File: config.mk
export PLATFORM = sky130hd
export DESIGN_NAME = ssop_sink_status
export DESIGN_NICKNAME = d
export VERILOG_FILES = /design/src/hw/ssop_pkg.sv /design/src/hw/ssop_discharge_timer.sv /design/src/hw/ssop_sink_status.sv
export VERILOG_INCLUDE_DIRS = /design/src /design/src/hw
export SDC_FILE = /design/constraint.sdc
export NUM_CORES = 1
export LEC_CHECK = 0
export ABC_AREA = 1
export BUFFER_PORTS_ARGS = -buffer_cell sky130_fd_sc_hd__buf_2
export CAP_MARGIN = 30
export CORE_MARGIN = 2
export CORE_UTILIZATION = 54
export CTS_BUF_LIST = sky130_fd_sc_hd__clkbuf_4 sky130_fd_sc_hd__clkbuf_8
export CTS_CLUSTER_SIZE = 20
export DETAILED_ROUTE_END_ITERATION = 10
export PLACE_DENSITY = 0.79
export SLEW_MARGIN = 20
export SYNTH_ARGS = -nofsm -noshare
export SYNTH_HDL_FRONTEND = slang
export SYNTH_SLANG_ARGS = --single-unit
File: constraint.sdc
create_clock -name clk -period 1.55 [get_ports clk]
set_clock_uncertainty 0.15 [all_clocks]
set_input_delay 0.155 -clock clk [delete_from_list [all_inputs] [get_ports clk]]
set_output_delay 0.155 -clock clk [all_outputs]
set_load 0.05 [all_outputs]
File: src/hw/ssop_regs.svh
// register offsets, field positions, reset values and timing counts of the sink status outputs
`ifndef SSOP_REGS_SVH
`define SSOP_REGS_SVH
`define SSOP_AUX_SW_CTRL_OFFSET 8'h2D
`define SSOP_AUX_SW_CTRL_BIT 0
`define SSOP_AUX_SW_CTRL_RESET 8'h00
`define SSOP_CFG_CONTRACT_DEFAULT 2'h2
`define SSOP_CFG_AUX_DEFAULT 2'h1
`define SSOP_CFG_HV_ONLY_DEFAULT 1'h0
`define SSOP_AUX_DISCHARGE_PIN_TIME_UNIT_NS 84000
`define SSOP_CLK_PERIOD_NS 5
`define SSOP_AUX_DISCHARGE_PIN_UNIT_CYCLES (`SSOP_AUX_DISCHARGE_PIN_TIME_UNIT_NS / `SSOP_CLK_PERIOD_NS)
`endif

File: src/hw/ssop_pkg.sv
// types shared by the sink status output logic
package ssop_pkg;
   typedef enum logic [1:0] {
      SSOP_CO_UNUSED = 2'h0,
      SSOP_CO_NA = 2'h1,
      SSOP_CO_CONTRACT = 2'h2,
      SSOP_CO_CURRENT = 2'h3
   } ssop_contract_cfg_t;
   typedef enum logic [1:0] {
      SSOP_AUX_SOFTWARE = 2'h0,
      SSOP_AUX_FAULT = 2'h1,
      SSOP_AUX_DEBUG = 2'h2,
      SSOP_AUX_CURRENT = 2'h3
   } ssop_aux_cfg_t;
   typedef enum logic [1:0] {
      SSOP_ADV_DEFAULT = 2'h0,
      SSOP_ADV_1A5 = 2'h1,
      SSOP_ADV_3A0 = 2'h2
   } ssop_adv_t;
   typedef struct packed {
      ssop_contract_cfg_t contract_out_config;
      ssop_aux_cfg_t aux_cfg;
      logic path_only_high_voltage;
      logic [3:0] discharge_time;
   } ssop_nvm_t;
   typedef struct packed {
      logic attach_pulse;
      logic detach_pulse;
      logic rdo_sent;
      logic [1:0] rdo_pdo;
      logic ps_ready;
      logic lower_voltage;
      logic hard_reset;
      logic error_recovery;
   } ssop_events_t;
   typedef struct packed {
      logic source_attached;
      ssop_adv_t advertised;
      logic hw_fault;
      logic debug_accessory;
      logic cc2_active;
   } ssop_status_t;
   typedef enum logic [2:0] {
      SSOP_DS_IDLE = 3'b001,
      SSOP_DS_RUN = 3'b010,
      SSOP_DS_DONE = 3'b100
   } ssop_aux_discharge_pin_state_t;
endpackage

File: src/hw/ssop_discharge_timer.sv
// discharge timer started by bus events, lasting one time unit more than the configured number of time units
`timescale 1ns/10ps
`include "ssop_regs.svh"
module ssop_discharge_timer
   import ssop_pkg::*;
#(
   parameter int unsigned UNIT_CYCLES = `SSOP_AUX_DISCHARGE_PIN_UNIT_CYCLES
) (
   input wire logic clk,
   input wire logic rst_n,
   input wire logic start,
   input wire logic [3:0] units,
   output logic active
);
   initial begin
      if (UNIT_CYCLES < 1) begin
         $error("unit must be at least one cycle");
      end
   end
   ssop_aux_discharge_pin_state_t state;
   logic [31:0] cycle_cnt;
   logic [4:0] unit_cnt;
   // a new event restarts the full duration
   always_ff @(posedge clk or negedge rst_n) begin
      if (!rst_n) begin
         state <= SSOP_DS_IDLE;
         cycle_cnt <= 32'h0;
         unit_cnt <= 5'h0;
      end else if (start) begin
         state <= SSOP_DS_RUN;
         cycle_cnt <= 32'h0;
         unit_cnt <= {1'b0, units} + 5'h1;
      end else begin
         case (state)
            SSOP_DS_RUN: begin
               if (cycle_cnt == UNIT_CYCLES - 1) begin
                  cycle_cnt <= 32'h0;
                  if (unit_cnt <= 5'h1) begin
                     state <= SSOP_DS_DONE;
                  end
                  unit_cnt <= unit_cnt - 5'h1;
               end else begin
                  cycle_cnt <= cycle_cnt + 32'h1;
               end
            end
            SSOP_DS_DONE: state <= SSOP_DS_IDLE;
            SSOP_DS_IDLE: state <= SSOP_DS_IDLE;
            default: state <= SSOP_DS_IDLE;
         endcase
      end
   end
   always_ff @(posedge clk or negedge rst_n) begin
      if (!rst_n) begin
         active <= 1'b0;
      end else begin
         active <= start || (state == SSOP_DS_RUN && !(cycle_cnt == UNIT_CYCLES - 1
            && unit_cnt <= 5'h1));
      end
   end
endmodule

File: src/hw/ssop_sink_status.sv
// sink status outputs: contract pins, auxiliary pin, path enable, orientation, discharge
`timescale 1ns/10ps
`include "ssop_regs.svh"

// Summary of operation
// - in contract mode, pull the negotiated PDO's status output low on PS_READY.
// - release the active status output when an RDO for a new PDO goes out.
// - on detach keep status outputs as they are, release the path enable.
// - release all status outputs after a new attach or after reset.
// - aux select 00: aux output follows bit 0 of register 2Dh, low when set.
// - aux select 01 (default): aux output low while a hardware fault is present.
// - aux select 10: aux output low while a debug accessory is detected.
// - aux select 11: aux output low for a 3.0 A advertisement only.
// - high-voltage-only clear: path enable low whenever a source is attached.
// - high-voltage-only set: path enable low only with a PDO2 or PDO3 contract.
// - orientation output released for CC1, driven low for CC2.
// - discharge starts on disconnect, lower voltage, hard reset, error recovery.
// - contract config 00 leaves outputs unused; 10 maps PDO2 and PDO3.
// - contract config 11 shows 3.0 A on output a, 1.5 A on b; 01 unused.
module ssop_sink_status
   import ssop_pkg::*;
#(
   parameter int unsigned AUX_DISCHARGE_PIN_UNIT_CYCLES = `SSOP_AUX_DISCHARGE_PIN_UNIT_CYCLES
) (
   input wire logic clk,
   input wire logic rst_n,
   input wire ssop_nvm_t nvm_cfg,
   input wire ssop_events_t events,
   input wire ssop_status_t status,
   input wire logic reg_wr,
   input wire logic reg_rd,
   input wire logic [7:0] reg_addr,
   input wire logic [7:0] reg_wdata,
   output logic [7:0] reg_rdata,
   output logic contract_status_out_a_o,
   output logic contract_status_out_a_oe,
   output logic contract_status_out_b_o,
   output logic contract_status_out_b_oe,
   output logic aux_out_o,
   output logic aux_out_oe,
   output logic supply_path_enable_n_o,
   output logic supply_path_enable_n_oe,
   output logic orientation_o,
   output logic orientation_oe,
   output logic bus_sense_discharge_en,
   output logic aux_discharge_pin_o,
   output logic aux_discharge_pin_oe
);
   initial begin
      if (AUX_DISCHARGE_PIN_UNIT_CYCLES < 1) begin
         $error("discharge unit must be at least one cycle");
      end
   end

   function automatic logic is_pdo_hv(input logic [1:0] pdo);
      is_pdo_hv = (pdo == 2'h2) || (pdo == 2'h3);
   endfunction

   // one decode of the advertised current, shared by the contract and aux outputs
   function automatic logic adv_is(input ssop_status_t s, input ssop_adv_t level);
      adv_is = s.source_attached && (s.advertised == level);
   endfunction

   ssop_nvm_t cfg;
   logic cfg_loaded;
   logic [7:0] aux_out_software_mode;
   logic [1:0] contract_pdo;
   logic contract_valid;
   logic hv_contract;
   logic next_a;
   logic next_b;
   logic next_aux;
   logic next_path;
   logic aux_discharge_pin_start;
   logic aux_discharge_pin_active;

   // configuration taken once after reset release, never again while running
   always_ff @(posedge clk or negedge rst_n) begin
      if (!rst_n) begin
         cfg <= '{contract_out_config: ssop_contract_cfg_t'(`SSOP_CFG_CONTRACT_DEFAULT),
                  aux_cfg: ssop_aux_cfg_t'(`SSOP_CFG_AUX_DEFAULT),
                  path_only_high_voltage: `SSOP_CFG_HV_ONLY_DEFAULT,
                  discharge_time: 4'h0};
         cfg_loaded <= 1'b0;
      end else if (!cfg_loaded) begin
         cfg <= nvm_cfg;
         cfg_loaded <= 1'b1;
      end
   end

   // software register at 2Dh; other addresses read zero and ignore writes
   always_ff @(posedge clk or negedge rst_n) begin
      if (!rst_n) begin
         aux_out_software_mode <= `SSOP_AUX_SW_CTRL_RESET;
      end else if (reg_wr && reg_addr == `SSOP_AUX_SW_CTRL_OFFSET) begin
         aux_out_software_mode <= reg_wdata;
      end
   end
   always_ff @(posedge clk or negedge rst_n) begin
      if (!rst_n) begin
         reg_rdata <= 8'h00;
      end else if (reg_rd) begin
         reg_rdata <= (reg_addr == `SSOP_AUX_SW_CTRL_OFFSET) ? aux_out_software_mode : 8'h00;
      end
   end

   // negotiated contract tracking
   always_ff @(posedge clk or negedge rst_n) begin
      if (!rst_n) begin
         contract_pdo <= 2'h0;
         contract_valid <= 1'b0;
      end else if (events.attach_pulse || events.detach_pulse || events.hard_reset
            || events.error_recovery) begin
         contract_valid <= 1'b0;
      end else if (events.rdo_sent) begin
         contract_pdo <= events.rdo_pdo;
         contract_valid <= 1'b0;
      end else if (events.ps_ready) begin
         contract_valid <= 1'b1;
      end
   end
   assign hv_contract = contract_valid && is_pdo_hv(contract_pdo);

   // contract status outputs; detach alone leaves them as they are
   always_comb begin
      next_a = contract_status_out_a_oe;
      next_b = contract_status_out_b_oe;
      case (cfg.contract_out_config)
         SSOP_CO_CONTRACT: begin
            if (events.attach_pulse) begin
               next_a = 1'b0;
               next_b = 1'b0;
            end else if (events.rdo_sent) begin
               next_a = 1'b0;
               next_b = 1'b0;
            end else if (events.ps_ready && contract_pdo == 2'h2) begin
               next_a = 1'b1;
               next_b = 1'b0;
            end else if (events.ps_ready && contract_pdo == 2'h3) begin
               next_a = 1'b0;
               next_b = 1'b1;
            end
         end
         SSOP_CO_CURRENT: begin
            next_a = adv_is(status, SSOP_ADV_3A0);
            next_b = adv_is(status, SSOP_ADV_1A5);
         end
         SSOP_CO_UNUSED: begin
            next_a = 1'b0;
            next_b = 1'b0;
         end
         default: begin
            next_a = 1'b0;
            next_b = 1'b0;
         end
      endcase
   end
   always_ff @(posedge clk or negedge rst_n) begin
      if (!rst_n) begin
         contract_status_out_a_oe <= 1'b0;
         contract_status_out_b_oe <= 1'b0;
      end else if (!cfg_loaded) begin
         contract_status_out_a_oe <= 1'b0;
         contract_status_out_b_oe <= 1'b0;
      end else begin
         contract_status_out_a_oe <= next_a;
         contract_status_out_b_oe <= next_b;
      end
   end

   // auxiliary output selection
   always_comb begin
      case (cfg.aux_cfg)
         SSOP_AUX_SOFTWARE: next_aux = aux_out_software_mode[`SSOP_AUX_SW_CTRL_BIT];
         SSOP_AUX_FAULT: next_aux = status.hw_fault;
         SSOP_AUX_DEBUG: next_aux = status.debug_accessory;
         SSOP_AUX_CURRENT: next_aux = adv_is(status, SSOP_ADV_3A0);
         default: next_aux = 1'b0;
      endcase
   end

   // path enable; detach drops source_attached so the path opens
   always_comb begin
      if (cfg.path_only_high_voltage) begin
         next_path = status.source_attached && hv_contract;
      end else begin
         next_path = status.source_attached;
      end
   end

   always_ff @(posedge clk or negedge rst_n) begin
      if (!rst_n) begin
         aux_out_oe <= 1'b0;
      end else begin
         aux_out_oe <= cfg_loaded && next_aux;
      end
   end

   // the detach pulse opens the path a cycle before the attach status falls
   always_ff @(posedge clk or negedge rst_n) begin
      if (!rst_n) begin
         supply_path_enable_n_oe <= 1'b0;
      end else begin
         supply_path_enable_n_oe <= cfg_loaded && next_path && !events.detach_pulse;
      end
   end

   always_ff @(posedge clk or negedge rst_n) begin
      if (!rst_n) begin
         orientation_oe <= 1'b0;
      end else begin
         orientation_oe <= status.source_attached && status.cc2_active;
      end
   end

   // open-drain data lines are constant low registers
   always_ff @(posedge clk or negedge rst_n) begin
      if (!rst_n) begin
         contract_status_out_a_o <= 1'b0;
         contract_status_out_b_o <= 1'b0;
         aux_out_o <= 1'b0;
         supply_path_enable_n_o <= 1'b0;
         orientation_o <= 1'b0;
         aux_discharge_pin_o <= 1'b0;
      end else begin
         contract_status_out_a_o <= 1'b0;
         contract_status_out_b_o <= 1'b0;
         aux_out_o <= 1'b0;
         supply_path_enable_n_o <= 1'b0;
         orientation_o <= 1'b0;
         aux_discharge_pin_o <= 1'b0;
      end
   end

   // discharge triggers
   assign aux_discharge_pin_start = events.detach_pulse || events.lower_voltage || events.hard_reset
      || events.error_recovery;

   ssop_discharge_timer #(
      .UNIT_CYCLES(AUX_DISCHARGE_PIN_UNIT_CYCLES)
   ) u_aux_discharge_pin (
      .clk(clk),
      .rst_n(rst_n),
      .start(aux_discharge_pin_start),
      .units(cfg.discharge_time),
      .active(aux_discharge_pin_active)
   );

   // both discharge paths switch together, one cycle after the timer
   always_ff @(posedge clk or negedge rst_n) begin
      if (!rst_n) begin
         bus_sense_discharge_en <= 1'b0;
         aux_discharge_pin_oe <= 1'b0;
      end else begin
         bus_sense_discharge_en <= aux_discharge_pin_active;
         aux_discharge_pin_oe <= aux_discharge_pin_active;
      end
   end
endmodule

==> out/summary.log, run 1 <==
INFO  drt            drt-initial-drc-count=405
INFO  drt            vias=5069
INFO  yosys          yosys_warnings=0
INFO  floorplanning  fp.dieW=94.9µm
INFO  clocking       cts-htree-levels=3
INFO  yosys          netlist.top_cell.by_area=sky130_fd_sc_hd__dfrtp_1
INFO  final_layout   fin_util=0.805
INFO  global_route   antenna_found_initial=0
INFO  setup_path     worst_setup_path_end_kind=register
INFO  clocking       clockRootBuffer=sky130_fd_sc_hd__clkbuf_8
INFO  place          place_hpwl=8660µm
INFO  timing         slew_viol_final=0
INFO  floorplanning  rows=33
INFO  drt            total_wirelength_of_the_detailed_routed_design=15500µm
INFO  global_route   globalRouteMet2Util=0.608
INFO  setup_path     timing.critical_path.arrival=1910ps
INFO  yosys          synth_cell_type_count=34
INFO  outcome        violations=setup timing
INFO  final_layout   num-nets-final=859
INFO  yosys          yosys.area.top_type_share=0.410
INFO  drt            drt_first_pass_iters=5
INFO  global_route   grt_use_met3=0.0790
INFO  yosys          syn_area=4460µm²
INFO  yosys          syn_avg_cell_area=7.13µm²
INFO  yosys          synth_seq_area_share=0.427
INFO  setup_path     cp_max_fo=8
INFO  setup_path     critical-path-slowest-cell=sky130_fd_sc_hd__dfrtp_1
INFO  final_layout   commonest_cells_after_routing_fill_and_taps_aside=sky130_fd_sc_hd__nand2_1, sky130_fd_sc_hd__inv_1, sky130_fd_sc_hd__buf_4, sky130_fd_sc_hd__dfrtp_1, sky130_fd_sc_hd__nor2_1
INFO  yosys          post_synth_main_area_contributors=sky130_fd_sc_hd__dfrtp_1, sky130_fd_sc_hd__nand2_1, sky130_fd_sc_hd__inv_1
INFO  setup_path     worst-endpoint-required=1650ps
INFO  min_path       worstHoldPathType=input pin to register
INFO  timing         hold-worst-slack=23.5ps
INFO  final_layout   area_growth_syn_to_layout=46.1%
INFO  flow_run       max-cap-violations=0
INFO  setup_path     worst-setup-path-type=register to register
INFO  global_route   global_route_wire_length_before_repair=23800µm
INFO  clocking       clkSlewWorstSetupHoldPaths=90ps
INFO  global_route   grt_pass1_vias=5124
INFO  global_route   grt_total_usage=0.346
INFO  drt            routed_wire_length_per_instance=16.8µm
INFO  final_layout   final_layout_size_suffix_gt1_frac=0.321
INFO  timing         finalSetupViolations=40
INFO  timing         timing_hold_violations_final=0
INFO  drt            drtAntennaViolNets=0
INFO  power          p_leak=3.22nW
INFO  global_route   grt_overflow_total=0
INFO  global_route   global_route.peak_usage_layer=met2
INFO  timing         maxClockFrequency=555MHz
INFO  floorplanning  core_area=8090µm²
INFO  setup_path     slowest_stage_delay_cp=420ps
INFO  setup_path     worstPathCellList=inv_1 -> nand2_1 -> nor2_1 -> nand2_1 -> nor2_4 -> nand2_4 -> nand2_8 -> buf_12 -> o21bai_2
INFO  floorplanning  initial_utilization=0.551
INFO  clocking       insertion_delay=370ps
INFO  outcome        outcome=finished, violations left
INFO  global_route   grt_max_degree=32
INFO  global_route   met1_usage=0.384
INFO  yosys          netlist_instances=625
INFO  power          total_power=4.29mW
INFO  timing         unrepaired_setup_endpoints_after_global_routing=true
INFO  clocking       cts.sinks=76
INFO  setup_path     worstSetupStartpointType=register
INFO  drt            routed_via_density=5.50
INFO  clocking       cts_inserted_buffers=9
INFO  place          gp_routability_congestion=0.991
INFO  final_layout   nFillCells=487
INFO  timing         final_clock_period_utilization_by_the_worst_path=1.16
INFO  power          power_density=659nW/µm²
INFO  clocking       cts.path.max_buffers=2
INFO  final_layout   diodes=0
INFO  place          placement.io_buffers=58
INFO  floorplanning  num_io_pins=65
INFO  power          ir_worst_vdd=0.684mV
INFO  drt            drcViolationCount=0
INFO  timing         fin_crit=1800ps
INFO  floorplanning  dieArea=9000µm²
INFO  setup_path     cpMostUsedCell=sky130_fd_sc_hd__nand2_1
INFO  floorplanning  die_h=94.9µm
INFO  final_layout   mostFrequentLayoutCell=sky130_fd_sc_hd__nand2_1
INFO  yosys          yosys_register_bits=76
INFO  timing         post-route-worst-setup-slack=-252ps
INFO  clocking       tritoncts_clock_tree=done
state kept, by name, summed over array words and instances, names as in the netlist, 2 cells and up:
register,flops
u_aux_discharge_pin.cycle_cnt,32
cfg,9
aux_out_software_mode,8
reg_rdata,8
u_aux_discharge_pin.unit_cnt,5
u_aux_discharge_pin.state,3
contract_pdo,2
metrics by stage:
step / TNS [ps] / setup WS, ps / area (µm²) / instances
final: -7950 / -252 / 6510 / 921
after global routing: -12740 / -388 / 6510 / 921
after CTS: -2640 / -118 / 6330 / 915
after detailed placement: -4530 / -162 / 5430 / 852
after global placement: -2710 / -108 / 5430 / 852
after floorplan: -1560 / -74.8 / 4490 / 630
per-layer routing:
layer	vias to the layer above	wire length (µm)
li1	2286	-
met4	0	942
met2	287	7940
met1	2402	5680
met5	-	0
met3	94	947
repair_timing:
| item | 4_1_cts | 5_1_grt |
|---|---|---|
| cloned | 0 | 0 |
| gates resized for setup | 68 | 37 |
| buffers inserted | 14 | 8 |
| pin swaps | 31 | 8 |
| endpoints found under the hold margin | 97 | 0 |
| hold buffers | 33 | 0 |
| setup endpoints to repair | 40 | 45 |
synthesized netlist by cell type:
| library cell | count |
|---|---|
| sky130_fd_sc_hd__xor2_1 | 15 |
| sky130_fd_sc_hd__nor4_1 | 1 |
| sky130_fd_sc_hd__inv_2 | 3 |
| sky130_fd_sc_hd__nand3_2 | 1 |
| sky130_fd_sc_hd__nor2_4 | 2 |
| sky130_fd_sc_hd__nand2_2 | 4 |
| sky130_fd_sc_hd__nand3_1 | 32 |
| sky130_fd_sc_hd__nor3b_1 | 2 |
| sky130_fd_sc_hd__clkbuf_1 | 4 |
| sky130_fd_sc_hd__nand2_4 | 1 |
| sky130_fd_sc_hd__inv_1 | 80 |
| sky130_fd_sc_hd__o21ai_2 | 10 |
| sky130_fd_sc_hd__nand2_1 | 227 |
| sky130_fd_sc_hd__xnor2_1 | 3 |
| sky130_fd_sc_hd__buf_8 | 2 |
| sky130_fd_sc_hd__o21ai_0 | 22 |
| sky130_fd_sc_hd__nor2_2 | 5 |
| sky130_fd_sc_hd__nor2_1 | 80 |
| sky130_fd_sc_hd__nand3b_1 | 1 |
| sky130_fd_sc_hd__buf_4 | 8 |
| sky130_fd_sc_hd__a2111oi_0 | 1 |
| sky130_fd_sc_hd__o21ai_1 | 3 |
| sky130_fd_sc_hd__dfrtp_1 | 73 |
| sky130_fd_sc_hd__o211ai_1 | 1 |
| sky130_fd_sc_hd__nor3_1 | 1 |
| sky130_fd_sc_hd__a21oi_1 | 4 |
| sky130_fd_sc_hd__buf_2 | 4 |
| sky130_fd_sc_hd__dfstp_2 | 3 |
| sky130_fd_sc_hd__conb_1 | 2 |
| sky130_fd_sc_hd__o22ai_1 | 10 |
| sky130_fd_sc_hd__nor3_2 | 1 |
| sky130_fd_sc_hd__ha_1 | 4 |
| sky130_fd_sc_hd__nand4_1 | 7 |
| sky130_fd_sc_hd__o21bai_2 | 8 |
critical path: cells and delay by family, from the launching register on:
kind | cells | cell delay, ps
AND/OR/NAND/NOR | 6 | 740
AO/OA/AOI/OAI | 1 | 70
buffers and inverters | 2 | 290
flip-flops | 1 | 420
path summary, 6_finish.rpt:
check,slack [ps],cells past startpoint,endpoint,from
max reg2reg,-250,9,u_aux_discharge_pin.cycle_cnt[30]$_DFFE_PN0N_,u_aux_discharge_pin.cycle_cnt[12]$_DFFE_PN0N_
min,20,3,reg_rdata[3]$_DFFE_PN0P_,reg_rd
min in group asynchronous,120,2,u_aux_discharge_pin.cycle_cnt[21]$_DFFE_PN0N_,rst_n
max,-250,9,u_aux_discharge_pin.cycle_cnt[30]$_DFFE_PN0N_,u_aux_discharge_pin.cycle_cnt[12]$_DFFE_PN0N_
max in group asynchronous,570,3,contract_pdo[0]$_DFFE_PN0P_,rst_n
min reg2reg,260,0,aux_discharge_pin_oe$_DFF_PN0_,u_aux_discharge_pin.active$_DFF_PN0_
cells by family (layout without fill, tap and decap cells):
group                    count (synthesis)  count (layout)  share of synthesized area
adder cells (fa/ha/maj)                  4               4                     0.0112
AO/OA/AOI/OAI                           59              59                     0.0901
buffers and inverters                  101             287                     0.0979
flip-flops                              76              76                      0.427
other                                    2               7                    0.00168
XOR/XNOR                                18              18                     0.0354
AND/OR/NAND/NOR                        365             365                      0.336
power breakdown:
group          internal [mW]  leakage, nW  switching [mW]
registers               2.05         1.01          0.0633
clock network          0.784        0.105           0.889
logic                  0.205         2.11           0.300
area by class of cell:
| class | count | area [µm²] | area share |
|---|---|---|---|
| Sequential cell | 76 | 1910 | 0.293 |
| Multi-Input combinational cell | 453 | 2470 | 0.379 |
| Timing Repair Buffer | 188 | 1480 | 0.227 |
| Tap cell | 105 | 131 | 0.0202 |
| Inverter | 83 | 319 | 0.0490 |
| Clock buffer | 9 | 124 | 0.0190 |
| Clock inverter | 7 | 86.3 | 0.0133 |
No activity file was read; power rests on OpenSTA's default activity.
==> run 2: changes to the inputs <==
CELL_PAD_IN_SITES_DETAIL_PLACEMENT = 0   (was not set)
CELL_PAD_IN_SITES_GLOBAL_PLACEMENT = 1   (was not set)
CORE_ASPECT_RATIO = 0.75   (was not set)
CORE_UTILIZATION = 39   (was 54)
PLACE_DENSITY = not set   (was 0.79)
PLACE_DENSITY_LB_ADDON = 0.1   (was not set)
SETUP_SLACK_MARGIN = 0.05   (was not set)
==> run 2 against run 1 <==
The flow still finishes with violations (setup timing). Non-clock buffer count up 1. Critical path depth down 1. Count of clock-buffer cells in the layout up 2. First-iteration DRC count down 40%. Critical endpoint is now u_aux_discharge_pin.cycle_cnt[11]$_DFFE_PN0N_. Highest routed layer unchanged. Sequential cell count unchanged. Critical path type unchanged. Worst hold slack better by 7.4 ps. Global-route usage down 13 points.
==> out/summary.log, run 2 (synthesized netlist as in run 1, its figures left out) <==
INFO  setup_path     critical_path.top_delay_family=simple AND/OR/NAND/NOR gates [unchanged]
INFO  final_layout   commonest_cells_after_routing_fill_and_taps_aside=sky130_fd_sc_hd__nand2_1, sky130_fd_sc_hd__buf_4, sky130_fd_sc_hd__inv_1, sky130_fd_sc_hd__dfrtp_1, sky130_fd_sc_hd__buf_2 [was sky130_fd_sc_hd__nand2_1, sky130_fd_sc_hd__inv_1, sky130_fd_sc_hd__buf_4, sky130_fd_sc_hd__dfrtp_1, sky130_fd_sc_hd__nor2_1]
INFO  drt            drt-initial-drc-count=243 [was 405]
INFO  final_layout   reg_area=1910µm² [about the same]
INFO  min_path       worstHoldPathType=input pin to register [unchanged]
INFO  place          post_dp_cell_area=5460µm² [was 5430 µm²]
INFO  setup_path     slowest_stage_delay_cp=380ps [was 420 ps]
INFO  final_layout   final_layout_size_suffix_gt1_frac=0.340 [was 0.321]
INFO  place          place_hpwl=9320µm [was 8660 µm]
INFO  drt            drt_first_pass_iters=5 [unchanged]
INFO  floorplanning  initial_utilization=0.404 [was 0.551]
INFO  flow_run       max-cap-violations=0 [unchanged]
INFO  clocking       cts-htree-levels=3 [unchanged]
INFO  drt            vias=4500 [was 5069]
INFO  setup_path     worst-endpoint-required=1650ps [about the same]
INFO  timing         slew_viol_final=0 [unchanged]
INFO  final_layout   diodes=0 [unchanged]
INFO  global_route   global_route_wire_length_before_repair=21400µm [was 23800 µm]
INFO  global_route   antenna_found_initial=0 [unchanged]
INFO  floorplanning  die_h=96.6µm [was 94.9 µm]
INFO  drt            routed_wire_length_per_instance=13.5µm [was 16.8 µm]
INFO  setup_path     worstSetupStartpointType=register [unchanged]
INFO  global_route   grt_max_degree=29 [was 32]
INFO  power          power_density=645nW/µm² [was 659 nW/µm²]
INFO  final_layout   fin_util=0.591 [was 0.805]
INFO  clocking       cts_inserted_buffers=9 [unchanged]
INFO  final_layout   nFillCells=1070 [was 487]
INFO  clocking       insertion_delay=360ps [was 370 ps]
INFO  timing         maxClockFrequency=575MHz [was 555 MHz]
INFO  clocking       cts.sinks=76 [unchanged]
INFO  place          numPlacedInstances=889 [was 852]
INFO  final_layout   multiInputGateArea=2440µm² [was 2470 µm²]
INFO  setup_path     cp_max_fo=7 [was 8]
INFO  global_route   grt_pass1_vias=4269 [was 5124]
INFO  power          p_leak=3.17nW [was 3.22 nW]
INFO  drt            drcViolationCount=0 [unchanged]
INFO  timing         unrepaired_setup_endpoints_after_global_routing=true [unchanged]
INFO  outcome        violations=setup timing [unchanged]
INFO  drt            total_wirelength_of_the_detailed_routed_design=12900µm [was 15500 µm]
INFO  floorplanning  num_io_pins=65 [unchanged]
INFO  place          placement.io_buffers=58 [unchanged]
INFO  power          ir_worst_vdd=0.475mV [was 0.684 mV]
INFO  setup_path     timing.critical_path.arrival=1830ps [was 1910 ps]
INFO  timing         finalSetupViolations=40 [unchanged]
INFO  clocking       cts.path.max_buffers=2 [unchanged]
INFO  final_layout   max_flop_register=u_aux_discharge_pin.cycle_cnt [unchanged]
INFO  final_layout   area_growth_syn_to_layout=46.0% [was 46.1%]
INFO  setup_path     worst_setup_path_end_kind=register [unchanged]
INFO  final_layout   final_cells=957 [was 921]
INFO  setup_path     path_buf_inv=2 [unchanged]
INFO  setup_path     worstPathCellList=buf_4 -> nand2_2 -> nor2_4 -> nand2_4 -> nor2_4 -> buf_6 -> xor2_2 -> o21ai_2 [was inv_1 -> nand2_1 -> nor2_1 -> nand2_1 -> nor2_4 -> nand2_4 -> nand2_8 -> buf_12 -> o21bai_2]
INFO  timing         fin_crit=1740ps [was 1800 ps]
INFO  final_layout   mostFrequentLayoutCell=sky130_fd_sc_hd__nand2_1 [unchanged]
INFO  setup_path     worst-setup-path-type=register to register [unchanged]
INFO  final_layout   design_area=6510µm² [about the same]
INFO  timing         post-route-worst-setup-slack=-188ps [was -252 ps]
INFO  final_layout   num-nets-final=860 [was 859]
INFO  setup_path     critical-path-slowest-cell=sky130_fd_sc_hd__dfrtp_1 [unchanged]
INFO  min_path       timing.hold.worst_path_depth=3 [unchanged]
INFO  floorplanning  dieArea=12300µm² [was 9000 µm²]
INFO  outcome        outcome=finished, violations left [unchanged]
INFO  clocking       clockRootBuffer=sky130_fd_sc_hd__clkbuf_8 [unchanged]
INFO  floorplanning  core_area=11000µm² [was 8090 µm²]
INFO  global_route   grt_overflow_total=0 [unchanged]
INFO  drt            routed_via_density=4.70 [was 5.50]
INFO  setup_path     depth_of_the_most_critical_reg_to_reg_path=8 [was 9]
INFO  drt            drtAntennaViolNets=0 [unchanged]
INFO  floorplanning  rows=33 [unchanged]
INFO  global_route   grt_total_usage=0.220 [was 0.346]
INFO  timing         final_clock_period_utilization_by_the_worst_path=1.12 [was 1.16]
INFO  final_layout   largestRegisters=u_aux_discharge_pin.cycle_cnt (32), cfg (9) [unchanged]
INFO  clocking       clkSlewWorstSetupHoldPaths=80ps [was 90 ps]
INFO  clocking       tritoncts_clock_tree=done [unchanged]
INFO  final_layout   largest_register_ffs=32 [unchanged]
INFO  timing         hold-worst-slack=30.8ps [was 23.5 ps]
INFO  place          gp_routability_congestion=0.843 [was 0.991]
INFO  timing         timing_hold_violations_final=0 [unchanged]
INFO  floorplanning  fp.dieW=127µm [was 94.9 µm]
INFO  setup_path     critical_path_cell_count=8 [was 9]
INFO  setup_path     cpMostUsedCell=sky130_fd_sc_hd__nor2_4 [was sky130_fd_sc_hd__nand2_1]
[run 2: cell types whose count changed in the layout (fill, tap and decap cells not counted), moves of 4 or more]
cell | previous run | this run
sky130_fd_sc_hd__nor2_2 | 14 | 19
sky130_fd_sc_hd__nand2_1 | 209 | 205
sky130_fd_sc_hd__nand2_2 | 15 | 20
sky130_fd_sc_hd__buf_4 | 78 | 87
sky130_fd_sc_hd__buf_6 | 16 | 7
sky130_fd_sc_hd__dfrtp_1 | 73 | 68
sky130_fd_sc_hd__dfrtp_2 | 0 | 5
[run 2: area by class of cell]
type	instances	share of cell area
inverter	83	0.0486
timing repair buffer	189	0.223
multi-input combinational	453	0.375
tap	140	0.0269
sequential	76	0.294
clock buffer	11	0.0232
clock inverter	5	0.00903
[run 2: worst register-to-register path, cell delays in order (launching register included)]
cell,delay [ps]
sky130_fd_sc_hd__dfrtp_1,380
sky130_fd_sc_hd__buf_4,130
sky130_fd_sc_hd__nand2_2,80
sky130_fd_sc_hd__nor2_4,200
sky130_fd_sc_hd__nand2_4,100
sky130_fd_sc_hd__nor2_4,230
sky130_fd_sc_hd__buf_6,150
sky130_fd_sc_hd__xor2_2,140
sky130_fd_sc_hd__o21ai_2,70
[run 2: what timing repair did]
action                     CTS  global route
buffers inserted            11             8
hold endpoints to repair    98             1
hold buffers                33             1
setup endpoints to repair   40            43
pin swaps                   20            23
gates resized for setup     58            44
gates cloned                 1             0
[run 2: metal layers]
metal,vias up,GRT usage,wire [µm]
li1,2296,-,-
met1,2114,0.338,6630
met2,78,0.315,5540
met3,12,0.0476,645
met4,0,0.0524,134
met5,-,0,0
[run 2: power breakdown]
part	internal, mW	total, mW	switching (mW)
clock	0.835	1.63	0.794
sequential	2.05	2.11	0.0536
combinational	0.202	0.462	0.260
[run 2: path summary, 6_finish.rpt]
kind | end | startpoint | slack (ps)
worst max-delay path | u_aux_discharge_pin.cycle_cnt[11]$_DFFE_PN0N_ | u_aux_discharge_pin.cycle_cnt[1]$_DFFE_PN0N_ | -190
worst min-delay path | reg_rdata[2]$_DFFE_PN0P_ | reg_rd | 30
max in group asynchronous | u_aux_discharge_pin.state[0]$_DFFE_PN1P_ | rst_n | 570
worst min register to register | aux_discharge_pin_oe$_DFF_PN0_ | u_aux_discharge_pin.active$_DFF_PN0_ | 210
min in group asynchronous | reg_rdata[5]$_DFFE_PN0P_ | rst_n | 120
worst max register to register | u_aux_discharge_pin.cycle_cnt[11]$_DFFE_PN0N_ | u_aux_discharge_pin.cycle_cnt[1]$_DFFE_PN0N_ | -190
[run 2: stage by stage]
stage | TNS, ps | total power, mW | setup slack, ps
6_report | -4460 | 4.20 | -188
3_3_place_gp | -7420 | 2.53 | -229
5_1_grt | -7270 | 4.39 | -241
4_1_cts | -4580 | 4.24 | -147
3_5_place_dp | -6480 | 2.53 | -203
2_1_floorplan | -1560 | 2.37 | -74.8
